==> src/verilog/fsp_pkg.sv <==
/*
 * constants and carrier types for the flash self-program controller.
 * assumes one core clock domain and a core that presents one store
 * request per cycle at most.
 */
// Behaviour
// [RULE1] store request issued from application code is ignored
// [RULE2] boot-resident store may target any flash page, locks permitting
// [RULE3] boot size fuses set the application/boot boundary
// [RULE4] application lock guards application pages, boot lock guards boot
// [RULE5] the two lock pairs are set independently of each other
// [RULE6] a fixed boundary splits concurrent-read and halting sections
// [RULE7] section choice follows the programmed page, not the fetch address
// [RULE8] concurrent-section operation leaves halting-section reads served
// [RULE9] halting-section operation stalls the core throughout
// [RULE10] boot section always lies inside the halting section
// [RULE11] software avoids concurrent-section reads while it is programmed
// [RULE12] busy flag reads one while concurrent-section reads are blocked
// [RULE13] busy flag stays set until software clears it
// [RULE14] erase and write act on whole pages; reads are unaffected
// [RULE15] lock bits are set by software or programmer, cleared by chip erase
// [RULE16] lock 10 blocks writes, 00 writes and reads, 01 only reads
// [RULE17] concurrent-section operation start sets the busy flag
// [RULE18] stall drops when the halting-section operation completes
////////////////////////////////////////////////////////////////////////////////
package fsp_pkg;
    localparam int                ADDR_W          = 12;
    localparam int                DATA_W          = 8;
    localparam int                REG_AW          = 2;
    // register offsets
    localparam logic [REG_AW-1:0] REG_CTRL        = 2'h0;
    localparam logic [REG_AW-1:0] REG_LOCK        = 2'h1;
    // control register fields
    localparam int                CTRL_BUSY_BIT   = 0;
    localparam int                CTRL_ACTIVE_BIT = 1;
    localparam int                CTRL_REFUSE_BIT = 2;
    // lock register fields
    localparam int                LOCK_APP_LSB    = 0;
    localparam int                LOCK_BOOT_LSB   = 2;
    // lock pair bit 0 low: no writes; bit 1 low: no cross reads
    localparam int                LOCK_WR_BIT     = 0;
    localparam int                LOCK_RD_BIT     = 1;
    localparam logic [1:0]        LOCK_RST        = 2'h3;
    localparam logic [1:0]        FUSE_RST        = 2'h0;
    localparam logic [ADDR_W-1:0] BOOT_MIN_WORDS  = 12'h080;

    typedef struct packed {
        logic [ADDR_W-1:0] pc;      // word address of the issuing code
        logic [ADDR_W-1:0] addr;    // word address of the target
        logic              erase;   // 1 erase, 0 write
    } fsp_store_req_t;

    typedef struct packed {
        logic [ADDR_W-1:0] page;    // page-aligned target
        logic              erase;
    } fsp_flash_cmd_t;
endpackage : fsp_pkg

==> src/verilog/fsp_ctrl.sv <==
/*
 * flash self-program controller: gates store requests by section and
 * lock, drives the flash macro, stalls the core and keeps the busy flag.
 * assumes a flash macro that pulses flash_done once per started command
 * and a core that honours stall and never sends a store while stalled.
 */
`timescale 1ns/1ps
`default_nettype none
module fsp_ctrl #(
    parameter int                        PAGE_W     = 5,
    parameter logic [fsp_pkg::ADDR_W-1:0] HALT_START = 12'hC00
) (
    // clock and reset
    input  wire logic                        ref_clk,
    input  wire logic                        rst_n,
    // fuse pins
    input  wire logic [1:0]                  boot_size_fuses,
    // store requests from the core
    input  wire logic                        store_valid,
    input  wire fsp_pkg::fsp_store_req_t     store_req,
    output logic                             store_refused_q,
    output logic                             stall_q,
    // program memory reads from the core
    input  wire logic                        rd_req,
    input  wire logic [fsp_pkg::ADDR_W-1:0]  rd_pc,
    input  wire logic [fsp_pkg::ADDR_W-1:0]  rd_addr,
    output logic                             rd_ack_q,
    output logic                             rd_deny_q,
    output logic                             crs_block_q,
    // flash macro
    output logic                             flash_go_q,
    output fsp_pkg::fsp_flash_cmd_t          flash_cmd_q,
    input  wire logic                        flash_done,
    // external programming
    input  wire logic                        ext_lock_set,
    input  wire logic [3:0]                  ext_lock_val,
    input  wire logic                        chip_erase,
    // register port
    input  wire logic [fsp_pkg::REG_AW-1:0]  reg_addr,
    input  wire logic [fsp_pkg::DATA_W-1:0]  reg_wdata,
    input  wire logic                        reg_we,
    input  wire logic                        reg_re,
    output logic [fsp_pkg::DATA_W-1:0]       reg_rdata_q
);
    localparam int AW = fsp_pkg::ADDR_W;

    typedef enum logic {ST_IDLE, ST_PROG} fsp_state_t;

    fsp_state_t    state_q;
    logic [1:0]    fuse_meta_q;
    logic [1:0]    fuse_q;
    logic [1:0]    app_lock_q;
    logic [1:0]    boot_lock_q;
    logic          crs_busy_q;
    logic          refused_flag_q;
    logic [AW-1:0] boot_size;
    logic [AW-1:0] boot_start;
    logic          pc_in_boot;
    logic          tgt_in_boot;
    logic          tgt_in_halt;
    logic          wr_allowed;
    logic          accept;
    logic          refuse;
    logic          rd_from_boot;
    logic          rd_tgt_boot;
    logic          rd_blocked;
    logic          busy_clr_wr;
    logic          lock_wr;

    ////////////////////////////////////////////////////////////////////////
    // fuse synchroniser
    always_ff @(posedge ref_clk or negedge rst_n)
    begin
        if (!rst_n)
        begin
            fuse_meta_q <= fsp_pkg::FUSE_RST;
            fuse_q      <= fsp_pkg::FUSE_RST;
        end
        else
        begin
            fuse_meta_q <= boot_size_fuses;
            fuse_q      <= fuse_meta_q;
        end
    end

    ////////////////////////////////////////////////////////////////////////
    // section decode
    // [RULE3] fuse sized boundary
    assign boot_size  = fsp_pkg::BOOT_MIN_WORDS << (2'h3 - fuse_q);
    assign boot_start = AW'(0) - boot_size;   // boot sits at the top
    assign pc_in_boot  = store_req.pc >= boot_start;
    assign tgt_in_boot = store_req.addr >= boot_start;
    // [RULE6] fixed halting boundary
    // [RULE7] decided by target page
    assign tgt_in_halt = store_req.addr >= HALT_START;

    // store request gating
    // [RULE4] lock pair per section
    // [RULE16] write-blocking lock values
    assign wr_allowed = tgt_in_boot ? boot_lock_q[fsp_pkg::LOCK_WR_BIT]
                                    : app_lock_q[fsp_pkg::LOCK_WR_BIT];
    // [RULE1] application code refused
    // [RULE2] any target from boot
    assign accept = store_valid && (state_q == ST_IDLE) && pc_in_boot
                    && wr_allowed;
    assign refuse = store_valid && !accept;

    assign busy_clr_wr = reg_we && (reg_addr == fsp_pkg::REG_CTRL)
                         && reg_wdata[fsp_pkg::CTRL_BUSY_BIT];
    assign lock_wr     = reg_we && (reg_addr == fsp_pkg::REG_LOCK);

    ////////////////////////////////////////////////////////////////////////
    // sequencer
    always_ff @(posedge ref_clk or negedge rst_n)
    begin
        if (!rst_n)
            state_q <= ST_IDLE;
        else
        begin
            unique case (state_q)
                ST_IDLE:
                    if (accept)
                        state_q <= ST_PROG;
                ST_PROG:
                    if (flash_done)
                        state_q <= ST_IDLE;
            endcase
        end
    end

    // flash command, page aligned
    always_ff @(posedge ref_clk or negedge rst_n)
    begin
        if (!rst_n)
        begin
            flash_go_q  <= 1'b0;
            flash_cmd_q <= '0;
        end
        else
        begin
            flash_go_q <= accept;
            if (accept)
            begin
                // [RULE14] whole page only
                flash_cmd_q.page  <= {store_req.addr[AW-1:PAGE_W],
                                      PAGE_W'(0)};
                flash_cmd_q.erase <= store_req.erase;
            end
        end
    end

    // core stall and concurrent-section read block
    always_ff @(posedge ref_clk or negedge rst_n)
    begin
        if (!rst_n)
        begin
            stall_q     <= 1'b0;
            crs_block_q <= 1'b0;
        end
        else if (accept)
        begin
            // [RULE9] halting target stalls
            // [RULE8] concurrent target keeps core running
            stall_q     <= tgt_in_halt;
            crs_block_q <= !tgt_in_halt;
        end
        else if (flash_done)
        begin
            // [RULE18] release on completion
            stall_q     <= 1'b0;
            crs_block_q <= 1'b0;
        end
    end

    // concurrent-section busy flag
    always_ff @(posedge ref_clk or negedge rst_n)
    begin
        if (!rst_n)
            crs_busy_q <= 1'b0;
        else if (accept && !tgt_in_halt)
            // [RULE17] set on start
            crs_busy_q <= 1'b1;
        // [RULE12] clear refused while blocked
        // [RULE13] software clear only
        else if (busy_clr_wr && !crs_block_q)
            crs_busy_q <= 1'b0;
    end

    // refusal pulse and sticky refusal flag
    always_ff @(posedge ref_clk or negedge rst_n)
    begin
        if (!rst_n)
        begin
            store_refused_q <= 1'b0;
            refused_flag_q  <= 1'b0;
        end
        else
        begin
            store_refused_q <= refuse;
            if (refuse)
                refused_flag_q <= 1'b1;   // set wins over clear
            else if (reg_we && (reg_addr == fsp_pkg::REG_CTRL)
                     && reg_wdata[fsp_pkg::CTRL_REFUSE_BIT])
                refused_flag_q <= 1'b0;
        end
    end

    ////////////////////////////////////////////////////////////////////////
    // lock bits: only ever programmed (cleared) except by chip erase
    // [RULE15] set-only, chip erase restores
    // [RULE5] independent pairs
    always_ff @(posedge ref_clk or negedge rst_n)
    begin
        if (!rst_n)
        begin
            app_lock_q  <= fsp_pkg::LOCK_RST;
            boot_lock_q <= fsp_pkg::LOCK_RST;
        end
        else if (chip_erase)
        begin
            app_lock_q  <= fsp_pkg::LOCK_RST;
            boot_lock_q <= fsp_pkg::LOCK_RST;
        end
        else
        begin
            app_lock_q <= app_lock_q
                & (lock_wr ? reg_wdata[fsp_pkg::LOCK_APP_LSB +: 2] : 2'h3)
                & (ext_lock_set ? ext_lock_val[fsp_pkg::LOCK_APP_LSB +: 2]
                                : 2'h3);
            boot_lock_q <= boot_lock_q
                & (lock_wr ? reg_wdata[fsp_pkg::LOCK_BOOT_LSB +: 2] : 2'h3)
                & (ext_lock_set ? ext_lock_val[fsp_pkg::LOCK_BOOT_LSB +: 2]
                                : 2'h3);
        end
    end

    ////////////////////////////////////////////////////////////////////////
    // program memory read check
    assign rd_from_boot = rd_pc >= boot_start;
    assign rd_tgt_boot  = rd_addr >= boot_start;
    // [RULE16] read-blocking lock values
    assign rd_blocked =
        (rd_from_boot && !rd_tgt_boot && !app_lock_q[fsp_pkg::LOCK_RD_BIT])
        || (!rd_from_boot && rd_tgt_boot
            && !boot_lock_q[fsp_pkg::LOCK_RD_BIT]);

    always_ff @(posedge ref_clk or negedge rst_n)
    begin
        if (!rst_n)
        begin
            rd_ack_q  <= 1'b0;
            rd_deny_q <= 1'b0;
        end
        else
        begin
            rd_ack_q  <= rd_req;
            rd_deny_q <= rd_req && rd_blocked;
        end
    end

    ////////////////////////////////////////////////////////////////////////
    // register read port, data only in the cycle after the strobe
    always_ff @(posedge ref_clk or negedge rst_n)
    begin
        if (!rst_n)
            reg_rdata_q <= '0;
        else if (reg_re && reg_addr == fsp_pkg::REG_CTRL)
        begin
            reg_rdata_q <= '0;
            reg_rdata_q[fsp_pkg::CTRL_BUSY_BIT]   <= crs_busy_q;
            reg_rdata_q[fsp_pkg::CTRL_ACTIVE_BIT] <= state_q == ST_PROG;
            reg_rdata_q[fsp_pkg::CTRL_REFUSE_BIT] <= refused_flag_q;
        end
        else if (reg_re && reg_addr == fsp_pkg::REG_LOCK)
            reg_rdata_q <= {4'h0, boot_lock_q, app_lock_q};
        else
            reg_rdata_q <= '0;   // unmapped or idle reads zero
    end
endmodule : fsp_ctrl
`default_nettype wire

==> config.mk <==
export PLATFORM = sky130hd
export DESIGN_NAME = fsp_ctrl
export DESIGN_NICKNAME = d
export VERILOG_FILES = /design/src/verilog/fsp_pkg.sv /design/src/verilog/fsp_ctrl.sv
export SDC_FILE = /design/constraint.sdc
export NUM_CORES = 1
export LEC_CHECK = 0
export BUFFER_PORTS_ARGS = -buffer_cell sky130_fd_sc_hd__buf_2
export CORE_UTILIZATION = 37
export DETAILED_ROUTE_END_ITERATION = 10
export PLACE_DENSITY = 0.76
export SYNTH_ARGS = -nofsm -noshare
export SYNTH_HDL_FRONTEND = slang
export SYNTH_SLANG_ARGS = --single-unit
export TNS_END_PERCENT = 10
==> constraint.sdc <==
create_clock -name ref_clk -period 1.8 [get_ports ref_clk]
set_input_delay 0.27 -clock ref_clk [delete_from_list [all_inputs] [get_ports ref_clk]]
set_output_delay 0.27 -clock ref_clk [all_outputs]
set_load 0.01 [all_outputs]
==> results.yml, run 1 <==
status:
  outcome: "complete, but fails checks"
  violations: "hold timing, setup timing"
synthesis:
  syn_area_per_cell_um2: 12.1
  synthCells: 121
  yosysUniqueCellTypes: 28
  yosysWarnings: 0
  ys_seq_area_frac: 0.501
  ys_seq_elements: 29
  synth_area_mm2: 0.00146
place:
  pre_cts_ws_ps: -194
  hpwlAfterDp_um: 2170
  io_buffers: 61
  place_congestion: 0.675
  dp.cells: 232
cells_and_area:
  nets: 280
  fillers: 353
  layout.cells.non_filler: 243
  seq_area_um2: 732
  utilization: 0.541
  multiInputGateArea_um2: 724
  syn_to_final_growth_pct: 37.7
  final_layout_size_suffix_gt1_frac: 0.538
  n_antenna_cell: 0
power:
  p_per_area_mw_per_mm2: 884
  vdd_drop_max_mv: 0.715
  power.leakage_uw: 0.00105
  power_uw: 1780
detailed_routing:
  initialDrtViolationCount: 50
  vias: 1111
  ant_nets: 0
  totalWireLength_um: 2900
  viasPerCell: 4.57
  drt_first_pass_iters: 4
  drcViolationCount: 0
  wl_per_cell_um: 11.9
global_route:
  grt_pass1_wl_um: 4670
  overflow: 0
  antenna_found_initial: 0
  grt_usage: 0.150
  grt_pass1_vias: 1112
  grt_max_degree: 30
flow_run:
  max_cap_viol_count: 0
die:
  pin_count: 101
  core_area_mm2: 0.00372
  dieArea_mm2: 0.00420
  die_y_um: 64.8
  initial_utilization: 0.393
  std_cell_rows: 22
  die-width_um: 64.8
clocking:
  cts_buffer_depth: 2
  clock_tree.htree_level_count: 2
  cts_tree: "done"
  clkLatencyLatePin_ps: 290
  ctsHoldBuffers: 0
  cts_buffers: 5
  clk_pin_slew_ps: 60
  root_buffer: "clkbuf_8"
  cts.sinks: 29
setup_path:
  path_buf_inv: 1
  slowest_delay_ps: 450
  worst_setup_path_start_kind: "flip-flop"
  r2r_end: "flash_cmd_q[11]$_DFFE_PN0P_"
  path_cells: "nand2_4 -> ha_4 -> o211ai_1 -> a211oi_2 -> mux2i_2 -> buf_4 -> mux2_4"
  crit_family: "multiplexers"
  crit_fanout: 4
  path_class: "reg -> reg"
  worstRegToRegCells: 7
  worstPathRequired_ps: 1970
  cp.depth: 7
  r2r_start: "fuse_q[1]$_DFF_PN0_"
  endpoint_kind: "flip-flop"
  ff2ff_setup_slack_ps: -250
  cp_slowest_cell: "dfrtp_2"
  crit_arrival_ps: 2220
timing:
  hold_ws_ps: -9.07
  slew_headroom: 0.592
  skew_ps: 4.81
  drv_slew: 0
  min_period_ps: 2050
  worst_pin_slew_ps: 611
  setup_viol: 15
  hold_viol_final: 8
  period_share: 1.14
  setup_ws_ps: -252
  rsz0062_at_grt: "true"
  fmax_ghz: 0.487
min_path:
  min_path_type: "in -> async"
[worst reg2reg max path: stages, from the launching register on]
cell and delay [ps]:
dfrtp_2 450, nand2_4 100, ha_4 190, o211ai_1 310
a211oi_2 140, mux2i_2 250, buf_4 200, mux2_4 300
[synth_stat cells, drive strengths merged]
| cell type | instances | area share |
|---|---|---|
| a211oi | 3 | 0.015 |
| a21oi | 2 | 0.0069 |
| a22o | 1 | 0.0069 |
| and2 | 2 | 0.0094 |
| buf | 10 | 0.054 |
| clkbuf | 1 | 0.0026 |
| conb | 1 | 0.0026 |
| dfrtp | 25 | 0.43 |
| dfstp | 4 | 0.072 |
| ha | 12 | 0.10 |
| inv | 6 | 0.015 |
| mux2 | 9 | 0.082 |
| mux2i | 6 | 0.041 |
| nand2 | 5 | 0.013 |
| nand2b | 6 | 0.026 |
| nand3b | 3 | 0.015 |
| nand4b | 1 | 0.0060 |
| nor2 | 8 | 0.021 |
| nor2b | 1 | 0.0043 |
| nor3b | 1 | 0.0051 |
| o211ai | 3 | 0.015 |
| o21a | 2 | 0.010 |
| o21ai | 4 | 0.014 |
| o221ai | 4 | 0.024 |
| or3b | 1 | 0.0060 |
[metal layers]
layer	vias up	track usage	wire length [um]
met5	-	0	0
met4	0	0.0917	65
met3	8	0.0599	268
met2	52	0.223	1300
met1	497	0.182	1270
li1	554	-	-
[cell families after synthesis]
kind of cell	Yosys count	synth area share
multiplexers	15	0.123
adder cells (fa/ha/maj)	12	0.103
buffers and inverters	17	0.0720
other	1	0.00257
AO/OA/AOI/OAI	19	0.0926
AND/OR/NAND/NOR	28	0.106
flip-flops	29	0.501
[state kept, by name, summed over array words and instances, names as in the netlist]
name,cells
reg_rdata_q,4
flash_cmd_q,8
fuse_q,2
boot_lock_q,2
rd_ack_q,1
app_lock_q,2
crs_busy_q,1
stall_q,1
crs_block_q,1
state_q,1
store_refused_q,1
fuse_meta_q,2
rd_deny_q,1
flash_go_q,1
refused_flag_q,1
[where the power goes]
part	total, uW	switching, uW	internal (uW)
logic	418	189	228
clock network	544	233	311
registers	816	55.5	760
[cell type report]
cell class / count / share of cell area
Tap cell: 48 / 0.0299
Multi-Input combinational cell: 83 / 0.361
Timing Repair Buffer: 69 / 0.188
Inverter: 6 / 0.0125
Clock buffer: 8 / 0.0448
Sequential cell: 29 / 0.364
[stage by stage]
step	area, um2	TNS [ps]
5_1_grt	2010	-4360
6_report	2010	-2880
4_1_cts	1910	-1760
3_5_place_dp	1820	-1660
3_3_place_gp	1820	-1360
2_1_floorplan	1500	-39.7
[worst max-delay path by stage]
stage,from,endpoint,slack (ps)
floorplan,fuse_q[0]$_DFF_PN0_,flash_cmd_q[11]$_DFFE_PN0P_,-8
detailed placement,fuse_q[1]$_DFF_PN0_,flash_cmd_q[11]$_DFFE_PN0P_,-190
CTS,fuse_q[1]$_DFF_PN0_,flash_cmd_q[11]$_DFFE_PN0P_,-190
global placement,fuse_q[0]$_DFF_PN0_,stall_q$_DFFE_PN0P_,-170
global route,fuse_q[1]$_DFF_PN0_,flash_cmd_q[11]$_DFFE_PN0P_,-340
finish,fuse_q[1]$_DFF_PN0_,flash_cmd_q[11]$_DFFE_PN0P_,-250
[cells in the final DEF, fill, tap and decap left out, drive strengths merged]
cell and n:
a21oi 2, mux2i 6, clkbuf 8, nor2 8, inv 6, mux2 9, nor2b 1, dfstp 4
buf 69, nand3b 3, o211ai 3, and2 2, dfrtp 25, or3b 1, nand4b 1, nand2 5
a211oi 3, ha 12, o21ai 4, a22o 1, conb 9, nand2b 6, o21a 2, o221ai 4
nor3b 1
[repair_timing]
item                                    in CTS  in global routing
gates cloned                                 0                  0
gates resized for setup                      2                 14
setup buffers                                0                  3
endpoints found under the setup margin      13                 16
pin swaps                                    1                  4
(Power assumes the default switching activity.)
==> inputs of run 2 (changes only) <==
Settings changed: CORE_UTILIZATION 37 to 38, CTS_BUF_LIST from default to sky130_fd_sc_hd__clkbuf_4 sky130_fd_sc_hd__clkbuf_8, PLACE_DENSITY 0.76 to 0.78.
==> run 2 against run 1 <==
Net effect: the run ends with setup timing left; die area fell by 2.6%; sequential cell count unchanged; largest power group unchanged; final area decreased by 3.7%; clock power rose by 3%; highest routed layer unchanged; critical endpoint is now flash_cmd_q[7]$_DFFE_PN0P_; first-iteration DRC count shrank 30%.
==> results.yml, run 2 (synthesis gave the netlist of run 1 again) <==
setup_path:
  endpoint_kind: "flip-flop"
  crit_fanout: 4
  path_class: "reg -> reg"
  worst_setup_path_start_kind: "flip-flop"
  crit_arrival_ps: 2120
  worstPathRequired_ps: 1960
clocking:
  clkLatencyLatePin_ps: 280
  cts_tree: "done"
  cts_buffer_depth: 2
  cts_setup_buffers: 0
  clk_pin_slew_ps: 60
  ctsHoldBuffers: 0
  cts_buffers: 5
  root_buffer: "clkbuf_8"
  cts.sinks: 29
  clock_tree.htree_level_count: 2
cells_and_area:
  final_cell_mix: "61 x buf_2, 25 x dfrtp_1, 12 x ha_1, 9 x conb_1, 7 x nor2_1"
  n_antenna_cell: 0
  top_regs: "flash_cmd_q x8, reg_rdata_q x4"
  layout.cells.non_filler: 241
  regMostFlops: "flash_cmd_q"
  final_common_cell: "buf_2"
  nets: 278
  syn_to_final_growth_pct: 32.6
  largest_reg_flops: 8
  final_layout_size_suffix_gt1_frac: 0.508
die:
  die-width_um: 64.0
  die_y_um: 64.0
  core_area_mm2: 0.00366
  initial_utilization: 0.398
  dieArea_mm2: 0.00409
  pin_count: 101
  std_cell_rows: 22
status:
  outcome: "complete, but fails checks"
  violations: "setup timing"
timing:
  hold_viol_final: 0
  setup_ws_ps: -159
  rsz0062_at_grt: "true"
  fmax_ghz: 0.510
  drv_slew: 0
  skew_ps: 6.53
  worst_pin_slew_ps: 622
  period_share: 1.09
  hold_ws_ps: 6.60
  setup_viol: 13
  min_period_ps: 1960
  slew_headroom: 0.585
global_route:
  grt_usage: 0.161
  grt_pass1_wl_um: 4920
  grt_max_degree: 30
  overflow: 0
  antenna_found_initial: 0
  grt_pass1_vias: 1143
place:
  io_buffers: 61
  hpwlAfterDp_um: 2290
  place_congestion: 0.706
  dp.cells: 233
power:
  p_per_area_mw_per_mm2: 922
  vdd_drop_max_mv: 0.569
  power.leakage_uw: 0.00103
detailed_routing:
  totalWireLength_um: 2880
  ant_nets: 0
  wl_per_cell_um: 12.0
  drt_first_pass_iters: 4
  initialDrtViolationCount: 35
  drcViolationCount: 0
  vias: 1134
  viasPerCell: 4.71
flow_run:
  max_cap_viol_count: 0
min_path:
  min_path_type: "in -> async"
==> run 2: cell count changes in the layout (fill, tap and decap cells not counted), sizes merged <==
cell,change
buf,-2
==> run 2: layout make-up <==
type / count / area (um2)
tap: 48 / 60.1
clock buffer: 8 / 97.6
fill: 337 / 1730
multi-input combinational: 83 / 673
inverter: 6 / 22.5
timing repair buffer: 67 / 350
sequential: 29 / 731
==> run 2: stage by stage <==
stage	instance area, um2	setup TNS (ps)	total power (uW)	setup slack (ps)	util
finish	1930	-1440	1780	-159	0.528
floorplan	1500	-39.7	1050	-7.94	-
CTS	1930	-1950	1810	-188	0.526
global route	1930	-3670	1900	-326	0.528
detailed placement	1830	-1810	1230	-198	0.499
global placement	1830	-1490	1210	-169	0.499
==> run 2: critical path: stages, from the launching register on <==
cell,delay [ps]
dfrtp_1,390
nor2_2,170
ha_1,280
a21oi_2,160
a211oi_1,100
mux2i_2,250
buf_4,210
mux2_4,300
==> run 2: power breakdown <==
| group | internal (uW) | switching [uW] |
|---|---|---|
| Combinational | 219 | 184 |
| Sequential | 760 | 56.4 |
| Clock | 341 | 222 |
==> run 2: timing repair <==
| action | in CTS | in global routing |
|---|---|---|
| setup endpoints to repair | 14 | 15 |
| pin swaps | 2 | 0 |
| gates resized for setup | 4 | 2 |
==> run 2: final timing paths <==
kind / startpoint / to / slack [ps] / cells past startpoint
max in group asynchronous: rst_n / rd_ack_q$_DFF_PN0_ / 1380 / 1
hold / removal: rst_n / flash_go_q$_DFF_PN0_ / 7 / 1
min in group ref_clk: boot_size_fuses[1] / fuse_meta_q[1]$_DFF_PN0_ / 100 / 1
setup reg to reg: fuse_q[0]$_DFF_PN0_ / flash_cmd_q[7]$_DFFE_PN0P_ / -160 / 7
setup / recovery: fuse_q[0]$_DFF_PN0_ / flash_cmd_q[7]$_DFFE_PN0P_ / -160 / 7
hold reg to reg: fuse_meta_q[1]$_DFF_PN0_ / fuse_q[1]$_DFF_PN0_ / 350 / 0
==> run 2: metal layers <==
layer	up-vias	GRT usage	wire (um)
met5	-	0	0
met4	0	0.0511	25
met3	3	0.0732	273
met2	55	0.275	1410
met1	529	0.177	1170
li1	547	-	-
==> inputs of run 3 (changes only) <==
Settings changed: CORE_MARGIN from default to 1.5.
==> run 3 against run 2 <==
Net effect: the run still ends with setup timing left; utilization is 2.8 points higher; power increased by 0.97%; final area increased by 5.2%; fmax is 2.4% lower; setup slack worse by 48 ps; worst hold slack worse by 6.2 ps; critical path depth stayed put; critical path type unchanged; critical endpoint is now flash_cmd_q[0]$_DFFE_PN0P_; highest routed layer unchanged.
==> results.yml, run 3 (synthesis gave the netlist of run 1 again) <==
global_route:
  antenna_found_initial: 0
  met3_usage: 0.0590
  grt_usage: 0.157
  gr-max-usage-layer: "met2"
  grt_pass1_vias: 1104
  overflow: 0
  use_met1: 0.180
  grt_max_degree: 30
  grt_pass1_wl_um: 4860
  grt_util_met2: 0.245
min_path:
  min_path_type: "in -> async"
place:
  hpwlAfterDp_um: 2410
  dpl_cell_area_mm2: 0.00183
  io_buffers: 61
  place_congestion: 0.720
  pre_cts_ws_ps: -256
die:
  initial_utilization: 0.398
  dieArea_mm2: 0.00422
  core_area_mm2: 0.00366
  die_y_um: 65.0
  pin_count: 101
  die-width_um: 65.0
  std_cell_rows: 22
cells_and_area:
  fillers: 321
  top_regs: "flash_cmd_q x8, reg_rdata_q x4"
  seq_area_um2: 732
  largest_reg_flops: 8
  final_cell_mix: "61 x buf_2, 24 x dfrtp_1, 9 x conb_1, 8 x ha_1, 7 x nor2_1"
  multiInputGateArea_um2: 761
  final_layout_size_suffix_gt1_frac: 0.557
  n_antenna_cell: 0
  regMostFlops: "flash_cmd_q"
  syn_to_final_growth_pct: 39.5
  final_area_mm2: 0.00204
  nets: 279
  final_common_cell: "buf_2"
setup_path:
  cp_slowest_cell: "dfrtp_1"
  worst_setup_path_start_kind: "flip-flop"
  crit_family: "multiplexers"
  crit_fanout: 5
  path_cells: "nand2_4 -> ha_4 -> o211ai_1 -> a211oi_2 -> mux2i_4 -> inv_2 -> mux2_2"
  critPathLaunch: "fuse_q[0]$_DFF_PN0_"
  worstPathRequired_ps: 1970
  slowest_delay_ps: 430
  path_buf_inv: 1
  crit_arrival_ps: 2180
  r2r_start: "fuse_q[0]$_DFF_PN0_"
  path_class: "reg -> reg"
  endpoint_kind: "flip-flop"
timing:
  drv_slew: 0
  setup_tns_ps: -2200
  setup_ws_ps: -207
  rsz0062_at_grt: "true"
  worst_pin_slew_ps: 625
  setup_viol: 14
  skew_ps: 5.78
  period_share: 1.11
  min_period_ps: 2010
  fmax_ghz: 0.498
  hold_viol_final: 0
  slew_headroom: 0.583
detailed_routing:
  totalWireLength_um: 3170
  ant_nets: 0
  drt_first_pass_iters: 4
  vias: 1126
  drcViolationCount: 0
  wl_per_cell_um: 13.1
  initialDrtViolationCount: 40
  viasPerCell: 4.65
power:
  p_per_area_mw_per_mm2: 884
  power.leakage_uw: 0.00105
  vdd_drop_max_mv: 0.699
flow_run:
  max_cap_viol_count: 0
clocking:
  cts.sinks: 29
  cts_buffer_depth: 2
  clkLatencyLatePin_ps: 290
  clock_tree.htree_level_count: 2
  root_buffer: "clkbuf_8"
  cts_buffers: 5
  cts_tree: "done"
  clk_pin_slew_ps: 60
status:
  violations: "setup timing"
  outcome: "complete, but fails checks"
[run 3: metrics by stage]
stage	hold slack (ps)	instances	util	power, uW
CTS	19.7	241	0.526	1790
finish	0.366	242	0.556	1800
detailed placement	328	233	0.499	1230
floorplan	-25.6	129	-	1050
global placement	320	233	0.499	1210
global route	56.5	242	0.556	1910
[run 3: worst paths after layout]
path / end / slack [ps] / depth (start not counted)
worst min register to register: fuse_q[1]$_DFF_PN0_ / 350 / 0
worst max register to register: flash_cmd_q[0]$_DFFE_PN0P_ / -210 / 7
min in group ref_clk: fuse_meta_q[1]$_DFF_PN0_ / 90 / 1
max in group asynchronous: fuse_q[1]$_DFF_PN0_ / 1360 / 1
worst min-delay path: flash_cmd_q[12]$_DFFE_PN0P_ / 0.4 / 1
worst max-delay path: flash_cmd_q[0]$_DFFE_PN0P_ / -210 / 7
[run 3: per-layer routing]
metal  routed length (um)  vias up
li1                     -      552
met1                 1290      517
met2                 1520       49
met3                  290        8
met4                   75        0
met5                    0        -
[run 3: cell type report]
| class | instances | area share |
|---|---|---|
| Sequential cell | 29 | 0.360 |
| Inverter | 6 | 0.0111 |
| Tap cell | 48 | 0.0295 |
| Multi-Input combinational cell | 83 | 0.374 |
| Clock buffer | 8 | 0.0449 |
| Timing Repair Buffer | 68 | 0.181 |
[run 3: report_power, final]
part	internal [uW]	leakage, uW	switching, uW
clock network	319	0.0000498	229
registers	760	0.000354	58.3
logic	238	0.000649	197
total	1320	0.00105	484
[run 3: worst register-to-register path: stages (launching register included)]
cell and delay (ps):
dfrtp_1 430, nand2_4 100, ha_4 270, o211ai_1 150
a211oi_2 330, mux2i_4 140, inv_2 130, mux2_2 340
[run 3: repair_timing]
item	4_1_cts	5_1_grt
buffers inserted	0	1
endpoints found under the setup margin	14	16
gates resized for setup	2	23
hold endpoints to repair	0	0
hold buffers	0	0
pin swaps	1	9
